--- config.mk ---
export PLATFORM = sky130hd
export DESIGN_NAME = gpc_laser_pwm
export DESIGN_NICKNAME = d
export VERILOG_FILES = /design/src/core/gpc_pkg.sv /design/src/core/gpc_pwm_if.sv /design/src/core/gpc_nvm_store.sv /design/src/core/gpc_pwm_timebase.sv /design/src/core/gpc_laser_pwm.sv
export SDC_FILE = /design/constraint.sdc
export NUM_CORES = 1
export LEC_CHECK = 0
export ABC_AREA = 0
export BUFFER_PORTS_ARGS = -buffer_cell sky130_fd_sc_hd__clkbuf_2
export CORE_MARGIN = 4
export CORE_UTILIZATION = 40
export DETAILED_ROUTE_END_ITERATION = 7
export GPL_TIMING_DRIVEN = 0
export PLACE_DENSITY = 0.55
export SLEW_MARGIN = 20
export SYNTH_ARGS = -nofsm -noshare
export SYNTH_HDL_FRONTEND = slang
export SYNTH_SLANG_ARGS = --single-unit
--- constraint.sdc ---
create_clock -name core_clk_i -period 6 [get_ports core_clk_i]
set_input_delay 1.2 -clock core_clk_i [delete_from_list [all_inputs] [get_ports core_clk_i]]
set_output_delay 1.2 -clock core_clk_i [all_outputs]
set_load 0.02 [all_outputs]
--- src/core/gpc_pkg.sv ---
package gpc_pkg;

    localparam int CLK_HZ         = 100_000_000;
    localparam int CLK_PERIOD_NS  = 10;
    localparam int DUTY_STEPS     = 200;

    // one slot is one half percent of the modulation period
    localparam int FREQ_5K_HZ     = 5000;
    localparam int FREQ_10K_HZ    = 10000;
    localparam int FREQ_20K_HZ    = 20000;
    localparam int SLOT_5K_CYC    = CLK_HZ / (FREQ_5K_HZ * DUTY_STEPS);
    localparam int SLOT_10K_CYC   = CLK_HZ / (FREQ_10K_HZ * DUTY_STEPS);
    localparam int SLOT_20K_CYC   = CLK_HZ / (FREQ_20K_HZ * DUTY_STEPS);

    localparam int TICKLE_GAP_NS     = 200_000;
    localparam int TICKLE_GAP_CYC    = (TICKLE_GAP_NS + CLK_PERIOD_NS - 1) / CLK_PERIOD_NS;
    localparam int TICKLE_PULSE_NS   = 1000;
    localparam int TICKLE_PULSE_CYC  = TICKLE_PULSE_NS / CLK_PERIOD_NS;
    localparam int VERSION_SCREEN_NS = 1_000_000_000;
    localparam int VERSION_CYC       = VERSION_SCREEN_NS / CLK_PERIOD_NS;

    typedef logic [7:0]  gpc_duty_t;
    typedef logic [6:0]  gpc_sub_t;
    typedef logic [15:0] gpc_off_t;
    typedef logic [26:0] gpc_ver_t;

    localparam gpc_duty_t DUTY_MAX_95  = 8'hbe;
    localparam gpc_duty_t DUTY_MAX_99  = 8'hc6;
    localparam gpc_duty_t STEP_FINE    = 8'h01;
    localparam gpc_duty_t STEP_COARSE  = 8'h0a;
    localparam gpc_duty_t DUTY_RESET   = 8'h00;

    typedef enum logic [1:0] {FR_5K = 2'h0, FR_10K = 2'h1, FR_20K = 2'h2} gpc_freq_t;

    typedef enum logic [2:0] {
        ST_BOOT_RD = 3'h0, ST_BOOT_LD = 3'h1, ST_RUN = 3'h2,
        ST_MENU    = 3'h3, ST_EDIT    = 3'h4, ST_SAVE = 3'h5
    } gpc_state_t;

    typedef enum logic [2:0] {
        IT_FREQ = 3'h0, IT_GATE = 3'h1, IT_MAXPWM = 3'h2, IT_AUTOSTART = 3'h3, IT_SAVE = 3'h4
    } gpc_item_t;

    typedef struct packed {
        logic      autostart;
        logic      max99;
        logic      gate_pd;
        gpc_freq_t freq;
    } gpc_cfg_t;

    localparam gpc_cfg_t CFG_DEFAULT = 5'h00;

    typedef struct packed {
        logic [7:0] sig;
        gpc_duty_t  duty;
        logic [2:0] pad;
        gpc_cfg_t   cfg;
    } gpc_nvm_word_t;

    // marks a word that was really written, not a board identity
    localparam logic [7:0] NVM_SIG      = 8'ha5;
    localparam logic [1:0] NVM_CFG_ADDR = 2'h0;

    localparam logic [7:0] OFF_STATUS = 8'h00;
    localparam logic [7:0] OFF_DUTY   = 8'h04;
    localparam logic [7:0] OFF_CONFIG = 8'h08;
    localparam logic [7:0] OFF_CTRL   = 8'h0c;
    localparam int CTRL_TOGGLE_BIT = 0;
    localparam int CTRL_SAVE_BIT   = 1;

endpackage

--- src/core/gpc_pwm_if.sv ---
`timescale 1ns/100ps
interface gpc_pwm_if;
    gpc_pkg::gpc_freq_t freq;
    gpc_pkg::gpc_duty_t duty;
    logic               pwm_raw;

    modport ctl (output freq, output duty, input pwm_raw);
    modport tb  (input freq, input duty, output pwm_raw);
endinterface

--- src/core/gpc_nvm_store.sv ---
`timescale 1ns/100ps
module gpc_nvm_store (
    input  wire logic                  core_clk_i,
    input  wire logic                  rst_i,
    input  wire logic                  we_i,
    input  wire logic                  re_i,
    input  wire logic [1:0]            addr_i,
    input  wire gpc_pkg::gpc_nvm_word_t wdata_i,
    output gpc_pkg::gpc_nvm_word_t     rdata_o
);
    // array has no reset: contents survive a reset like nonvolatile cells
    gpc_pkg::gpc_nvm_word_t mem [4];

    always_ff @(posedge core_clk_i)
    begin
        if (we_i)
        begin
            mem[addr_i] <= wdata_i;
        end
    end

    always_ff @(posedge core_clk_i or posedge rst_i)
    begin
        if (rst_i)
        begin
            rdata_o <= '0;
        end
        else if (re_i)
        begin
            rdata_o <= mem[addr_i];
        end
    end
endmodule

--- src/core/gpc_pwm_timebase.sv ---
`timescale 1ns/100ps
module gpc_pwm_timebase (
    input  wire logic core_clk_i,
    input  wire logic rst_i,
    gpc_pwm_if.tb     pwm
);
    gpc_pkg::gpc_sub_t  sub_cnt;
    gpc_pkg::gpc_sub_t  next_sub_cnt;
    gpc_pkg::gpc_duty_t slot_cnt;
    gpc_pkg::gpc_duty_t next_slot_cnt;
    gpc_pkg::gpc_sub_t  slot_len;
    logic               raw;
    logic               next_raw;

    assign pwm.pwm_raw = raw;

    always_comb
    begin
        case (pwm.freq)
            gpc_pkg::FR_10K: slot_len = gpc_pkg::gpc_sub_t'(gpc_pkg::SLOT_10K_CYC);
            gpc_pkg::FR_20K: slot_len = gpc_pkg::gpc_sub_t'(gpc_pkg::SLOT_20K_CYC);
            default:         slot_len = gpc_pkg::gpc_sub_t'(gpc_pkg::SLOT_5K_CYC);
        endcase
        // free running; >= keeps a shortened slot from overrunning after a rate change
        next_sub_cnt  = sub_cnt + 7'h01;
        next_slot_cnt = slot_cnt;
        if (sub_cnt >= slot_len - 7'h01)
        begin
            next_sub_cnt  = '0;
            next_slot_cnt = (slot_cnt == gpc_pkg::gpc_duty_t'(gpc_pkg::DUTY_STEPS - 1)) ? '0 : slot_cnt + 8'h01;
        end
        next_raw = (next_slot_cnt < pwm.duty);
    end

    always_ff @(posedge core_clk_i or posedge rst_i)
    begin
        if (rst_i)
        begin
            sub_cnt  <= '0;
            slot_cnt <= '0;
            raw      <= 1'b0;
        end
        else
        begin
            sub_cnt  <= next_sub_cnt;
            slot_cnt <= next_slot_cnt;
            raw      <= next_raw;
        end
    end
endmodule

--- src/core/gpc_laser_pwm.sv ---
// Behaviour
// - rate selectable: 5, 10 or 20 kHz
// - rate defaults to 5 kHz
// - fire only when enabled and gate active
// - tickle pulse after 200 us off
// - gate mode defaults to pull-up
// - pull-up: active unless held low
// - pull-down: fire only on high gate
// - pull-down: floating gate reads inactive
// - pulse train free running, not gate-aligned
// - max duty limit 95 or 99 percent
// - max duty limit defaults to 95
// - knob detent 0.5 percent, pressed 5
// - select+confirm or boot confirm enters setup
// - select steps items; save stores all
// - lasing off after power-up by default
// - autostart sets lase-enable at power-up
// - later start-ups restore saved parameters
// - duty held in half-percent steps
// - lase button inverts lase-enable
// - disabled: standby, tickle pulses only
//
// The APB register port and the register addresses were left to the implementer.
`timescale 1ns/100ps
module gpc_laser_pwm #(
    parameter int TICKLE_GAP_CYC = gpc_pkg::TICKLE_GAP_CYC,
    parameter int VERSION_CYC    = gpc_pkg::VERSION_CYC
) (
    input  wire logic        core_clk_i,
    input  wire logic        rst_i,
    input  wire logic        gate_i,
    input  wire logic        btn_select_i,
    input  wire logic        btn_confirm_i,
    input  wire logic        btn_lase_i,
    input  wire logic        knob_step_i,
    input  wire logic        knob_up_i,
    input  wire logic        knob_press_i,
    input  wire logic        psel,
    input  wire logic        penable,
    input  wire logic        pwrite,
    input  wire logic [7:0]  paddr,
    input  wire logic [31:0] pwdata,
    output logic [31:0]      prdata,
    output logic             pready,
    output logic             pslverr,
    output logic             laser_cmd_o,
    output logic             lase_led_o,
    output logic             gate_pull_up_o,
    output logic             setup_active_o,
    output logic [2:0]       menu_item_o,
    output logic [7:0]       duty_o
);
    gpc_pkg::gpc_state_t    state;
    gpc_pkg::gpc_state_t    next_state;
    gpc_pkg::gpc_item_t     item;
    gpc_pkg::gpc_item_t     next_item;
    gpc_pkg::gpc_cfg_t      cfg;
    gpc_pkg::gpc_cfg_t      next_cfg;
    gpc_pkg::gpc_duty_t     duty;
    gpc_pkg::gpc_duty_t     next_duty;
    gpc_pkg::gpc_duty_t     lim;
    gpc_pkg::gpc_duty_t     step;
    logic [8:0]             sum9;
    logic                   lase_en;
    logic                   next_lase_en;
    gpc_pkg::gpc_ver_t      ver_cnt;
    gpc_pkg::gpc_ver_t      next_ver_cnt;
    logic                   nvm_we;
    logic                   next_nvm_we;
    gpc_pkg::gpc_nvm_word_t nvm_rd;
    gpc_pkg::gpc_nvm_word_t nvm_wd;
    logic                   sel_q;
    logic                   cfm_q;
    logic                   lase_q;
    logic                   sel_rise;
    logic                   cfm_rise;
    logic                   lase_rise;

    logic                   gate_act;
    logic                   fire_out;
    logic                   next_fire_out;
    logic                   tickle;
    logic                   next_tickle;
    gpc_pkg::gpc_off_t      off_cnt;
    gpc_pkg::gpc_off_t      next_off_cnt;
    gpc_pkg::gpc_sub_t      tick_cnt;
    gpc_pkg::gpc_sub_t      next_tick_cnt;

    logic [31:0]            next_prdata;
    logic                   next_pready;
    logic                   next_pslverr;
    logic                   hit;
    logic                   wr_commit;

    gpc_pwm_if pwm ();

    gpc_pwm_timebase u_timebase (
        .core_clk_i (core_clk_i),
        .rst_i      (rst_i),
        .pwm        (pwm.tb)
    );

    assign nvm_wd = {gpc_pkg::NVM_SIG, duty, 3'h0, cfg};

    gpc_nvm_store u_nvm (
        .core_clk_i (core_clk_i),
        .rst_i      (rst_i),
        .we_i       (nvm_we),
        .re_i       (state == gpc_pkg::ST_BOOT_RD),
        .addr_i     (gpc_pkg::NVM_CFG_ADDR),
        .wdata_i    (nvm_wd),
        .rdata_o    (nvm_rd)
    );

    assign pwm.freq  = cfg.freq;
    assign pwm.duty  = duty;
    assign sel_rise  = btn_select_i & ~sel_q;
    assign cfm_rise  = btn_confirm_i & ~cfm_q;
    assign lase_rise = btn_lase_i & ~lase_q;
    // a write lands at the edge where the master sees pready
    assign wr_commit = psel & penable & pwrite & pready & ~pslverr;

    // control: setup menu, parameters, lase enable, nonvolatile save
    always_comb
    begin
        next_state   = state;
        next_item    = item;
        next_cfg     = cfg;
        next_duty    = duty;
        next_lase_en = lase_en;
        next_nvm_we  = 1'b0;
        next_ver_cnt = (ver_cnt != '0) ? ver_cnt - 27'h0000001 : ver_cnt;
        step         = knob_press_i ? gpc_pkg::STEP_COARSE : gpc_pkg::STEP_FINE;
        lim          = cfg.max99 ? gpc_pkg::DUTY_MAX_99 : gpc_pkg::DUTY_MAX_95;
        sum9         = {1'b0, duty} + {1'b0, step};
        case (state)
            gpc_pkg::ST_BOOT_RD:
            begin
                next_state = gpc_pkg::ST_BOOT_LD;
            end
            gpc_pkg::ST_BOOT_LD:
            begin
                if (nvm_rd.sig == gpc_pkg::NVM_SIG)
                begin
                    next_cfg     = nvm_rd.cfg;
                    next_duty    = nvm_rd.duty;
                    next_lase_en = nvm_rd.cfg.autostart;
                end
                next_state = gpc_pkg::ST_RUN;
            end
            gpc_pkg::ST_RUN:
            begin
                if ((btn_select_i && btn_confirm_i) || (btn_confirm_i && ver_cnt != '0))
                begin
                    next_state = gpc_pkg::ST_MENU;
                    next_item  = gpc_pkg::IT_FREQ;
                end
                else
                begin
                    if (lase_rise)
                    begin
                        next_lase_en = ~lase_en;
                    end
                    if (knob_step_i && knob_up_i)
                    begin
                        next_duty = (sum9 > {1'b0, lim}) ? lim : sum9[7:0];
                    end
                    else if (knob_step_i)
                    begin
                        next_duty = (duty < step) ? '0 : duty - step;
                    end
                end
            end
            gpc_pkg::ST_MENU:
            begin
                if (sel_rise)
                begin
                    next_item = (item == gpc_pkg::IT_SAVE) ? gpc_pkg::IT_FREQ
                                                            : gpc_pkg::gpc_item_t'(item + 3'h1);
                end
                else if (cfm_rise)
                begin
                    next_state = (item == gpc_pkg::IT_SAVE) ? gpc_pkg::ST_SAVE : gpc_pkg::ST_EDIT;
                end
            end
            gpc_pkg::ST_EDIT:
            begin
                if (sel_rise)
                begin
                    case (item)
                        gpc_pkg::IT_FREQ:
                        begin
                            next_cfg.freq = (cfg.freq == gpc_pkg::FR_5K)  ? gpc_pkg::FR_10K :
                                            (cfg.freq == gpc_pkg::FR_10K) ? gpc_pkg::FR_20K : gpc_pkg::FR_5K;
                        end
                        gpc_pkg::IT_GATE:      next_cfg.gate_pd   = ~cfg.gate_pd;
                        gpc_pkg::IT_MAXPWM:    next_cfg.max99     = ~cfg.max99;
                        gpc_pkg::IT_AUTOSTART: next_cfg.autostart = ~cfg.autostart;
                        default:               next_cfg = cfg;
                    endcase
                end
                else if (cfm_rise)
                begin
                    next_state = gpc_pkg::ST_MENU;
                end
            end
            gpc_pkg::ST_SAVE:
            begin
                next_nvm_we = 1'b1;
                next_state  = gpc_pkg::ST_RUN;
            end
            default:
            begin
                next_state = gpc_pkg::ST_BOOT_RD;
            end
        endcase
        if (wr_commit && paddr == gpc_pkg::OFF_DUTY)
        begin
            next_duty = pwdata[7:0];
        end
        if (wr_commit && paddr == gpc_pkg::OFF_CONFIG)
        begin
            next_cfg = pwdata[4:0];
        end
        if (wr_commit && paddr == gpc_pkg::OFF_CTRL && pwdata[gpc_pkg::CTRL_TOGGLE_BIT])
        begin
            next_lase_en = ~next_lase_en;
        end
        if (wr_commit && paddr == gpc_pkg::OFF_CTRL && pwdata[gpc_pkg::CTRL_SAVE_BIT]
            && state == gpc_pkg::ST_RUN)
        begin
            next_state = gpc_pkg::ST_SAVE;
        end
        // limit may have dropped to 95 or a raw value come in: clamp last
        if (next_duty > (next_cfg.max99 ? gpc_pkg::DUTY_MAX_99 : gpc_pkg::DUTY_MAX_95))
        begin
            next_duty = next_cfg.max99 ? gpc_pkg::DUTY_MAX_99 : gpc_pkg::DUTY_MAX_95;
        end
    end

    always_ff @(posedge core_clk_i or posedge rst_i)
    begin
        if (rst_i)
        begin
            state   <= gpc_pkg::ST_BOOT_RD;
            item    <= gpc_pkg::IT_FREQ;
            cfg     <= gpc_pkg::CFG_DEFAULT;
            duty    <= gpc_pkg::DUTY_RESET;
            lase_en <= 1'b0;
            ver_cnt <= gpc_pkg::gpc_ver_t'(VERSION_CYC);
            nvm_we  <= 1'b0;
            sel_q   <= 1'b0;
            cfm_q   <= 1'b0;
            lase_q  <= 1'b0;
        end
        else
        begin
            state   <= next_state;
            item    <= next_item;
            cfg     <= next_cfg;
            duty    <= next_duty;
            lase_en <= next_lase_en;
            ver_cnt <= next_ver_cnt;
            nvm_we  <= next_nvm_we;
            sel_q   <= btn_select_i;
            cfm_q   <= btn_confirm_i;
            lase_q  <= btn_lase_i;
        end
    end

    // output path: gate, firing, tickle
    always_comb
    begin
        // the pull resistor chosen below decides what an open pin reads
        next_fire_out = lase_en & gate_act & pwm.pwm_raw;
        next_off_cnt  = '0;
        next_tick_cnt = '0;
        if (!next_fire_out)
        begin
            if (tick_cnt != '0)
            begin
                next_tick_cnt = tick_cnt - 7'h01;
            end
            else if (off_cnt == gpc_pkg::gpc_off_t'(TICKLE_GAP_CYC - 1))
            begin
                next_tick_cnt = gpc_pkg::gpc_sub_t'(gpc_pkg::TICKLE_PULSE_CYC);
            end
            else
            begin
                next_off_cnt = off_cnt + 16'h0001;
            end
        end
        next_tickle = (next_tick_cnt != '0);
    end

    always_ff @(posedge core_clk_i or posedge rst_i)
    begin
        if (rst_i)
        begin
            gate_act       <= 1'b0;
            fire_out       <= 1'b0;
            tickle         <= 1'b0;
            off_cnt        <= '0;
            tick_cnt       <= '0;
            laser_cmd_o    <= 1'b0;
            lase_led_o     <= 1'b0;
            gate_pull_up_o <= 1'b1;
            setup_active_o <= 1'b0;
            menu_item_o    <= '0;
            duty_o         <= '0;
        end
        else
        begin
            gate_act       <= gate_i;
            fire_out       <= next_fire_out;
            tickle         <= next_tickle;
            off_cnt        <= next_off_cnt;
            tick_cnt       <= next_tick_cnt;
            laser_cmd_o    <= next_fire_out | next_tickle;
            lase_led_o     <= lase_en & gate_act;
            gate_pull_up_o <= ~cfg.gate_pd;
            setup_active_o <= (state == gpc_pkg::ST_MENU) || (state == gpc_pkg::ST_EDIT);
            menu_item_o    <= item;
            duty_o         <= duty;
        end
    end

    // APB slave, one wait state, unmapped offsets answer pslverr
    always_comb
    begin
        hit         = 1'b1;
        next_prdata = '0;
        case (paddr)
            gpc_pkg::OFF_STATUS: next_prdata = {21'h0, item, 2'h0, laser_cmd_o, gate_act, lase_en, state};
            gpc_pkg::OFF_DUTY:   next_prdata = {24'h000000, duty};
            gpc_pkg::OFF_CONFIG: next_prdata = {27'h0, cfg};
            gpc_pkg::OFF_CTRL:   next_prdata = '0;
            default:             hit = 1'b0;
        endcase
        next_pready  = psel & penable & ~pready;
        next_pslverr = next_pready & ~hit;
        if (!next_pready || pwrite || !hit)
        begin
            next_prdata = '0;
        end
    end

    always_ff @(posedge core_clk_i or posedge rst_i)
    begin
        if (rst_i)
        begin
            prdata  <= '0;
            pready  <= 1'b0;
            pslverr <= 1'b0;
        end
        else
        begin
            prdata  <= next_prdata;
            pready  <= next_pready;
            pslverr <= next_pslverr;
        end
    end
endmodule

==> results of run 1 <==
## critical path, cell delays in order
cell and delay (ns):
clkbuf_2 0.12, clkinvlp_4 0.15, ha_1 0.18, inv_1 0.05, fa_1 0.41, nor3b_2 0.27
o211ai_1 0.16, xnor2_1 0.25, ha_1 0.28, and3_1 0.18, nand4b_1 0.10, mux2_2 0.37
o21ai_4 0.26, and2_1 0.21, nor3_1 0.06, o32a_1 0.38, ha_1 0.31, nand4_1 0.11
a21o_1 0.18, nand4bb_4 0.19, a21oi_4 0.21, mux2_1 0.35
## flip-flops by register name (all words and copies together) (netlist names), 7 cells and up
signal and count:
duty_o 8, tick_cnt 7, prdata 11, u_timebase.sub_cnt 7, u_nvm.rdata_o 14, off_cnt 16
u_timebase.slot_cnt 8, duty 8, ver_cnt 27, u_nvm.mem 13
## worst paths after layout
path                                        to  slack, ns  cells after the start
worst min register to register       duty_o[6]       0.41                      0
min in group asynchronous       setup_active_o       0.79                      2
worst min-delay path                 duty_o[6]       0.41                      0
worst max-delay path                   duty[3]       0.30                     22
worst max register to register         duty[3]       0.73                     20
max in group asynchronous       gate_pull_up_o       4.48                      3
## cell usage in the layout (no fill, tap or decap), drive strengths merged, types with 19 or more instances in the layout
| cell | Yosys | routed |
|---|---|---|
| dfrtp | 120 | 120 |
| nor2 | 91 | 91 |
| clkbuf | 18 | 91 |
| nand2 | 65 | 65 |
| ha | 42 | 42 |
| a21oi | 40 | 40 |
| inv | 36 | 37 |
| o21ai | 31 | 31 |
| xor2 | 30 | 30 |
| xnor2 | 25 | 25 |
| mux2 | 25 | 25 |
| buf | 24 | 25 |
| nand3 | 24 | 24 |
| conb | 2 | 22 |
| nor3 | 19 | 19 |
## cells in the mapped netlist (18+ instances only)
cell type,n
a21oi_1,39
buf_4,21
clkbuf_1,18
dfrtp_1,120
ha_1,42
inv_1,36
mux2_2,21
nand2_1,65
nand3_1,24
nor2_1,91
nor3_1,19
o21ai_0,28
xnor2_1,25
xor2_1,30
## cells by family after synthesis
group                      Yosys count
AOI/OAI and AO/OA                  133
and+or+nand+nor                    287
other                                2
buffers and inverters               78
muxes                               31
DFF                                146
adders and majority gates           44
xor gates and xnor gates            55
## layout make-up
cell class / count / area (sq um)
tap: 265 / 331.6
multi-input combinational: 572 / 3869
clock buffer: 18 / 439.2
inverter: 36 / 146.4
sequential: 146 / 3735
clock inverter: 14 / 180.2
timing repair buffer: 56 / 302.8
buffer: 42 / 237.7
fill: 1902 / 10160
## per-stage QoR
step | power (mW) | cell area, sq um | setup TNS [ns]
3_3_place_gp | 3.199 | 8567 | -72.23
2_1_floorplan | 2.722 | 7960 | 0
6_report | 4.315 | 9241 | 0
5_1_grt | 4.643 | 9241 | 0
4_1_cts | 4.353 | 9225 | 0
3_5_place_dp | 3.218 | 8602 | -2.463
## what timing repair did
action,in CTS,in global routing
setup endpoints to repair,4,4
hold endpoints to repair,0,0
gates resized for setup,1,3
pin swaps,0,2
## layer usage
metal / share of wire, % / track usage [%]
met2: 45 / 26.35
met5: 0 / 0
met1: 48 / 24.28
met4: 1.1 / 4.665
met3: 5.8 / 5.149
## power breakdown
part,switching [mW],total (mW),internal (mW)
logic,1.03,1.75,0.726
registers,0.216,1.46,1.24
clock network,0.435,1.11,0.671
total,1.68,4.32,2.64
==> flow_summary.ini, run 1 <==
[die]
design.portCount = 101
die_h_um = 148.4
core-area_sq_mm = 0.01940
num_rows = 51
initial_core_util_pct = 40.65
fp.dieArea_sq_mm = 0.02202
die_x_um = 148.4

[routing]
via_count = 5794
routed_wl_um = 18410
first_pass_iters = 5
ant_nets = 0
wl_per_cell_um = 16.02
via_per_inst = 5.043
drt_iter0_markers = 354
drc = 0

[global_route]
grt_first_pass_wirelength_um = 29950
antenna_found_initial = 0
grt_overflow = 0
grt_max_degree = 84
grt_usage_pct = 17.32
grt_pass1_vias = 5750

[worst_setup_path]
crit_start = knob_press_i
crit_fanout = 8
criticalPathCategory = input pin to register
cp.arrival_ns = 6.01
startpoint_type = input pin
rr_startpoint = duty[0]
worst_ep_required_time_ns = 6.31
critPathCaptureType = register

[sta]
finalHoldViolCount = 0
slew_headroom_pct = 43.57
worst_hold_slack_ns = 0.4145
fin_crit_ns = 5.701
fmaxAchievable_mhz = 175.4
tightest_slew_ns = 0.8388
finClkSkew_ns = 0.007543
fin_crit_sh_pct = 95.02
setup_slack_ns = 0.2986
slew_viol_final = 0
setup_viol = 0
rsz0062_at_grt = no

[pwr]
cellPowerDensity_mw_per_mm2 = 466.9
total_leakage_power_nw = 4.399
ir_drop_mv = 0.2545

[placement]
place_inst = 1117
place.gp.congestion = 0.8687
dpl.hpwl_um = 13660
place_ws_ns = -0.5670
numPortBuffers = 55

[cells_and_area]
drive_gt1_share_pct = 19.00
diodes = 0
stdcell_count = 1149
post-route-util_pct = 47.64
nets = 967
area_delta_synth_final_pct = 17.20

[cts]
h-tree-depth = 4
path_clk_slew_ns = 0.06
cts_hold_buf = 0
clock-sinks = 146
root_buffer = clkbuf_16
clk_path_buf_depth = 2
clk_latency_ns = 0.43
post_cts_buffers = 0
cts_buffers = 17
cts_tree = yes

[synthesis]
synth-adder-area-share_pct = 7.172
synth_compound_area_share_pct = 11.73
seq_area_frac_synth_pct = 47.37
synthCells = 776
synth.cell_area_sq_mm = 0.007885
yosys_warnings = 0
synth_cell_types = 72
synth_flop_cell = dfrtp_1
synth_edf_count = 13
synthTopCellsByArea = dfrtp_1, ha_1, edfxtp_1
synth_top_family_by_area = simple AND/OR/NAND/NOR gates
postSynthAreaPerCell_sq_um = 10.16
ys_ff_latch = 146
synth_top_area_cell = dfrtp_1
synth_xor_area_share_pct = 6.109
netlist.area_leader.share_pct = 38.08
synth.area.mux_share_pct = 4.332
synth_simple_gate_area_share_pct = 18.47
synthArstFlopShare_pct = 91.10

[run]
cap_violations = 0

[worst_hold_path]
hold_path_startpoint = duty[6]
holdCritPathClass = register to register

[run_status]
status = completed
Note: power is estimated with default switching activity, not from simulation.
==> inputs of run 2 (changes only) <==
clock period = 5.3 ns   (was 6 ns; I/O delays follow)
==> run 2 against run 1 <==
Sequential power increased by 14%. Count of clock-buffer cells in the layout unchanged. Hold slack improved by 0.0026 ns. Register-to-register slack got worse by 0.53 ns. Critical path depth increased by 3. Clock power increased by 4%. Largest power group unchanged. Critical path type unchanged. Critical endpoint is now duty[4]. Highest routed layer unchanged. Power increased by 16%.
==> flow_summary.ini, run 2 (synthesis results as in run 1) <==
[sta]
fin_crit_ns = 5.238
fmaxAchievable_mhz = 190.9
tightest_slew_ns = 0.8130
setup_viol = 0
slew_viol_final = 0
finClkSkew_ns = 0.009763
worst_hold_slack_ns = 0.4171
slew_headroom_pct = 45.04
fin_crit_sh_pct = 98.83
setup_slack_ns = 0.06191
finalHoldViolCount = 0
rsz0062_at_grt = yes

[die]
design.portCount = 101
die_x_um = 148.4
initial_core_util_pct = 40.65
fp.dieArea_sq_mm = 0.02202
core-area_sq_mm = 0.01940
die_h_um = 148.4
num_rows = 51

[worst_hold_path]
hold_path_startpoint = duty[6]
holdCritPathClass = register to register
holdPathEnd = duty_o[6]
holdPathStages = 0

[worst_setup_path]
slowest_stage = xnor2_1
critPathCaptureType = register
cp.arrival_ns = 5.55
crit_fanout = 4
ff2ff_setup_slack_ns = 0.20
rr_startpoint = duty[0]
criticalPathCategory = input pin to register
worst_ep_required_time_ns = 5.61
reg2reg_to = duty[4]
cpLargestDelayFamily = compound AO/OA/AOI/OAI gates
critPathBufInv = 3
path_common_cell = ha_1
r2r_cells = 23
startpoint_type = input pin
slowest_delay_ns = 0.34

[routing]
routed_wl_um = 19050
via_per_inst = 5.120
first_pass_iters = 5
via_count = 5944
drt_iter0_markers = 352
drc = 0
ant_nets = 0
wl_per_cell_um = 16.41

[cells_and_area]
largest_register_ffs = 27
nets = 979
area_delta_synth_final_pct = 19.07
drive_gt1_share_pct = 21.76
fillCellCount = 1868
mostFrequentLayoutCells = dfrtp_1, nor2_1, nand2_1
top_register = ver_cnt
diodes = 0
register_area_sq_mm = 0.003735
mostFrequentLayoutCell = dfrtp_1
multi_input_area_sq_mm = 0.003966
largestRegisters = ver_cnt (27), off_cnt (16), u_nvm.rdata_o (14)

[pwr]
total_leakage_power_nw = 4.458
intPower_mw = 3.019
p_switching_mw = 2.006
cellPowerDensity_mw_per_mm2 = 535.2
p_clk_share_pct = 22.9
p_seq_share_pct = 33.0
power_switching_share_pct = 39.92
combPwrFrac_pct = 44.1
ir_drop_mv = 0.3011

[cts]
path_clk_slew_ns = 0.06
cts_buffers = 17
clk_path_buf_depth = 2
h-tree-depth = 4
clk_latency_ns = 0.43
clock-sinks = 146
root_buffer = clkbuf_16
cts_tree = yes

[run]
cap_violations = 0

[run_status]
status = completed

[placement]
numPortBuffers = 55
place_ws_ns = -0.6146
dpl.hpwl_um = 13780
place.gp.congestion = 0.8707

[global_route]
grt_overflow = 0
antenna_found_initial = 0
grt_max_degree = 68
grt_first_pass_wirelength_um = 31030
grt_usage_pct = 17.98
grt_pass1_vias = 5838
run 2: power groups by stage:
stage / Combinational (mW) / Clock, mW / Sequential [mW]
after floorplan: 1.46 / 0 / 1.64
after global placement: 1.99 / 0 / 1.68
after detailed placement: 2.00 / 0 / 1.68
after CTS: 2.11 / 1.18 / 1.66
after global routing: 2.47 / 1.24 / 1.70
final: 2.22 / 1.15 / 1.66
run 2: worst max-delay path by stage:
stage / from / endpoint / slack, ns / cells past startpoint
global route: knob_press_i / duty[5] / -0.13 / 23
detailed placement: knob_press_i / duty[3] / -0.61 / 24
global placement: rst_i / duty_o[2] / -1.02 / 2
CTS: knob_press_i / duty[4] / 0.005 / 24
floorplan: knob_press_i / duty[3] / 0.03 / 21
finish: knob_press_i / duty[4] / 0.06 / 25
run 2: repair_timing:
item                       in CTS  in global routing
pin swaps                      10                 16
buffers inserted                6                  6
resized for setup              10                 16
setup endpoints to repair       4                  4
hold buffers                    0                  0
run 2: cell type report:
type	count	area share, %
clock inverters	14	1.413
repair buffers	68	4.371
inverters	36	1.559
flip-flops and latches	146	39.78
well taps	265	3.531
plain buffers	42	2.532
multi-input cells	572	42.24
clock buffers	18	4.571
run 2: through the flow:
| stage | std cells | power, mW | cell area, sq um | util, % | setup TNS [ns] |
|---|---|---|---|---|---|
| finish | 1161 | 5.025 | 9389 | 48.40 | 0 |
| global route | 1161 | 5.401 | 9389 | 48.40 | -0.5074 |
| CTS | 1155 | 4.951 | 9269 | 47.78 | 0 |
| detailed placement | 1117 | 3.678 | 8627 | 44.47 | -3.064 |
| global placement | 1116 | 3.662 | 8592 | 44.29 | -124.53 |
| floorplan | 796 | 3.098 | 7985 | - | 0 |
run 2: metal layers:
metal | wire length, um | global-route usage [%] | vias to the layer above
met5 | 0 | 0 | -
met4 | 449 | 6.836 | 0
met3 | 908 | 4.479 | 33
met2 | 8565 | 27.06 | 131
met1 | 9123 | 25.16 | 2857
li1 | - | - | 2923
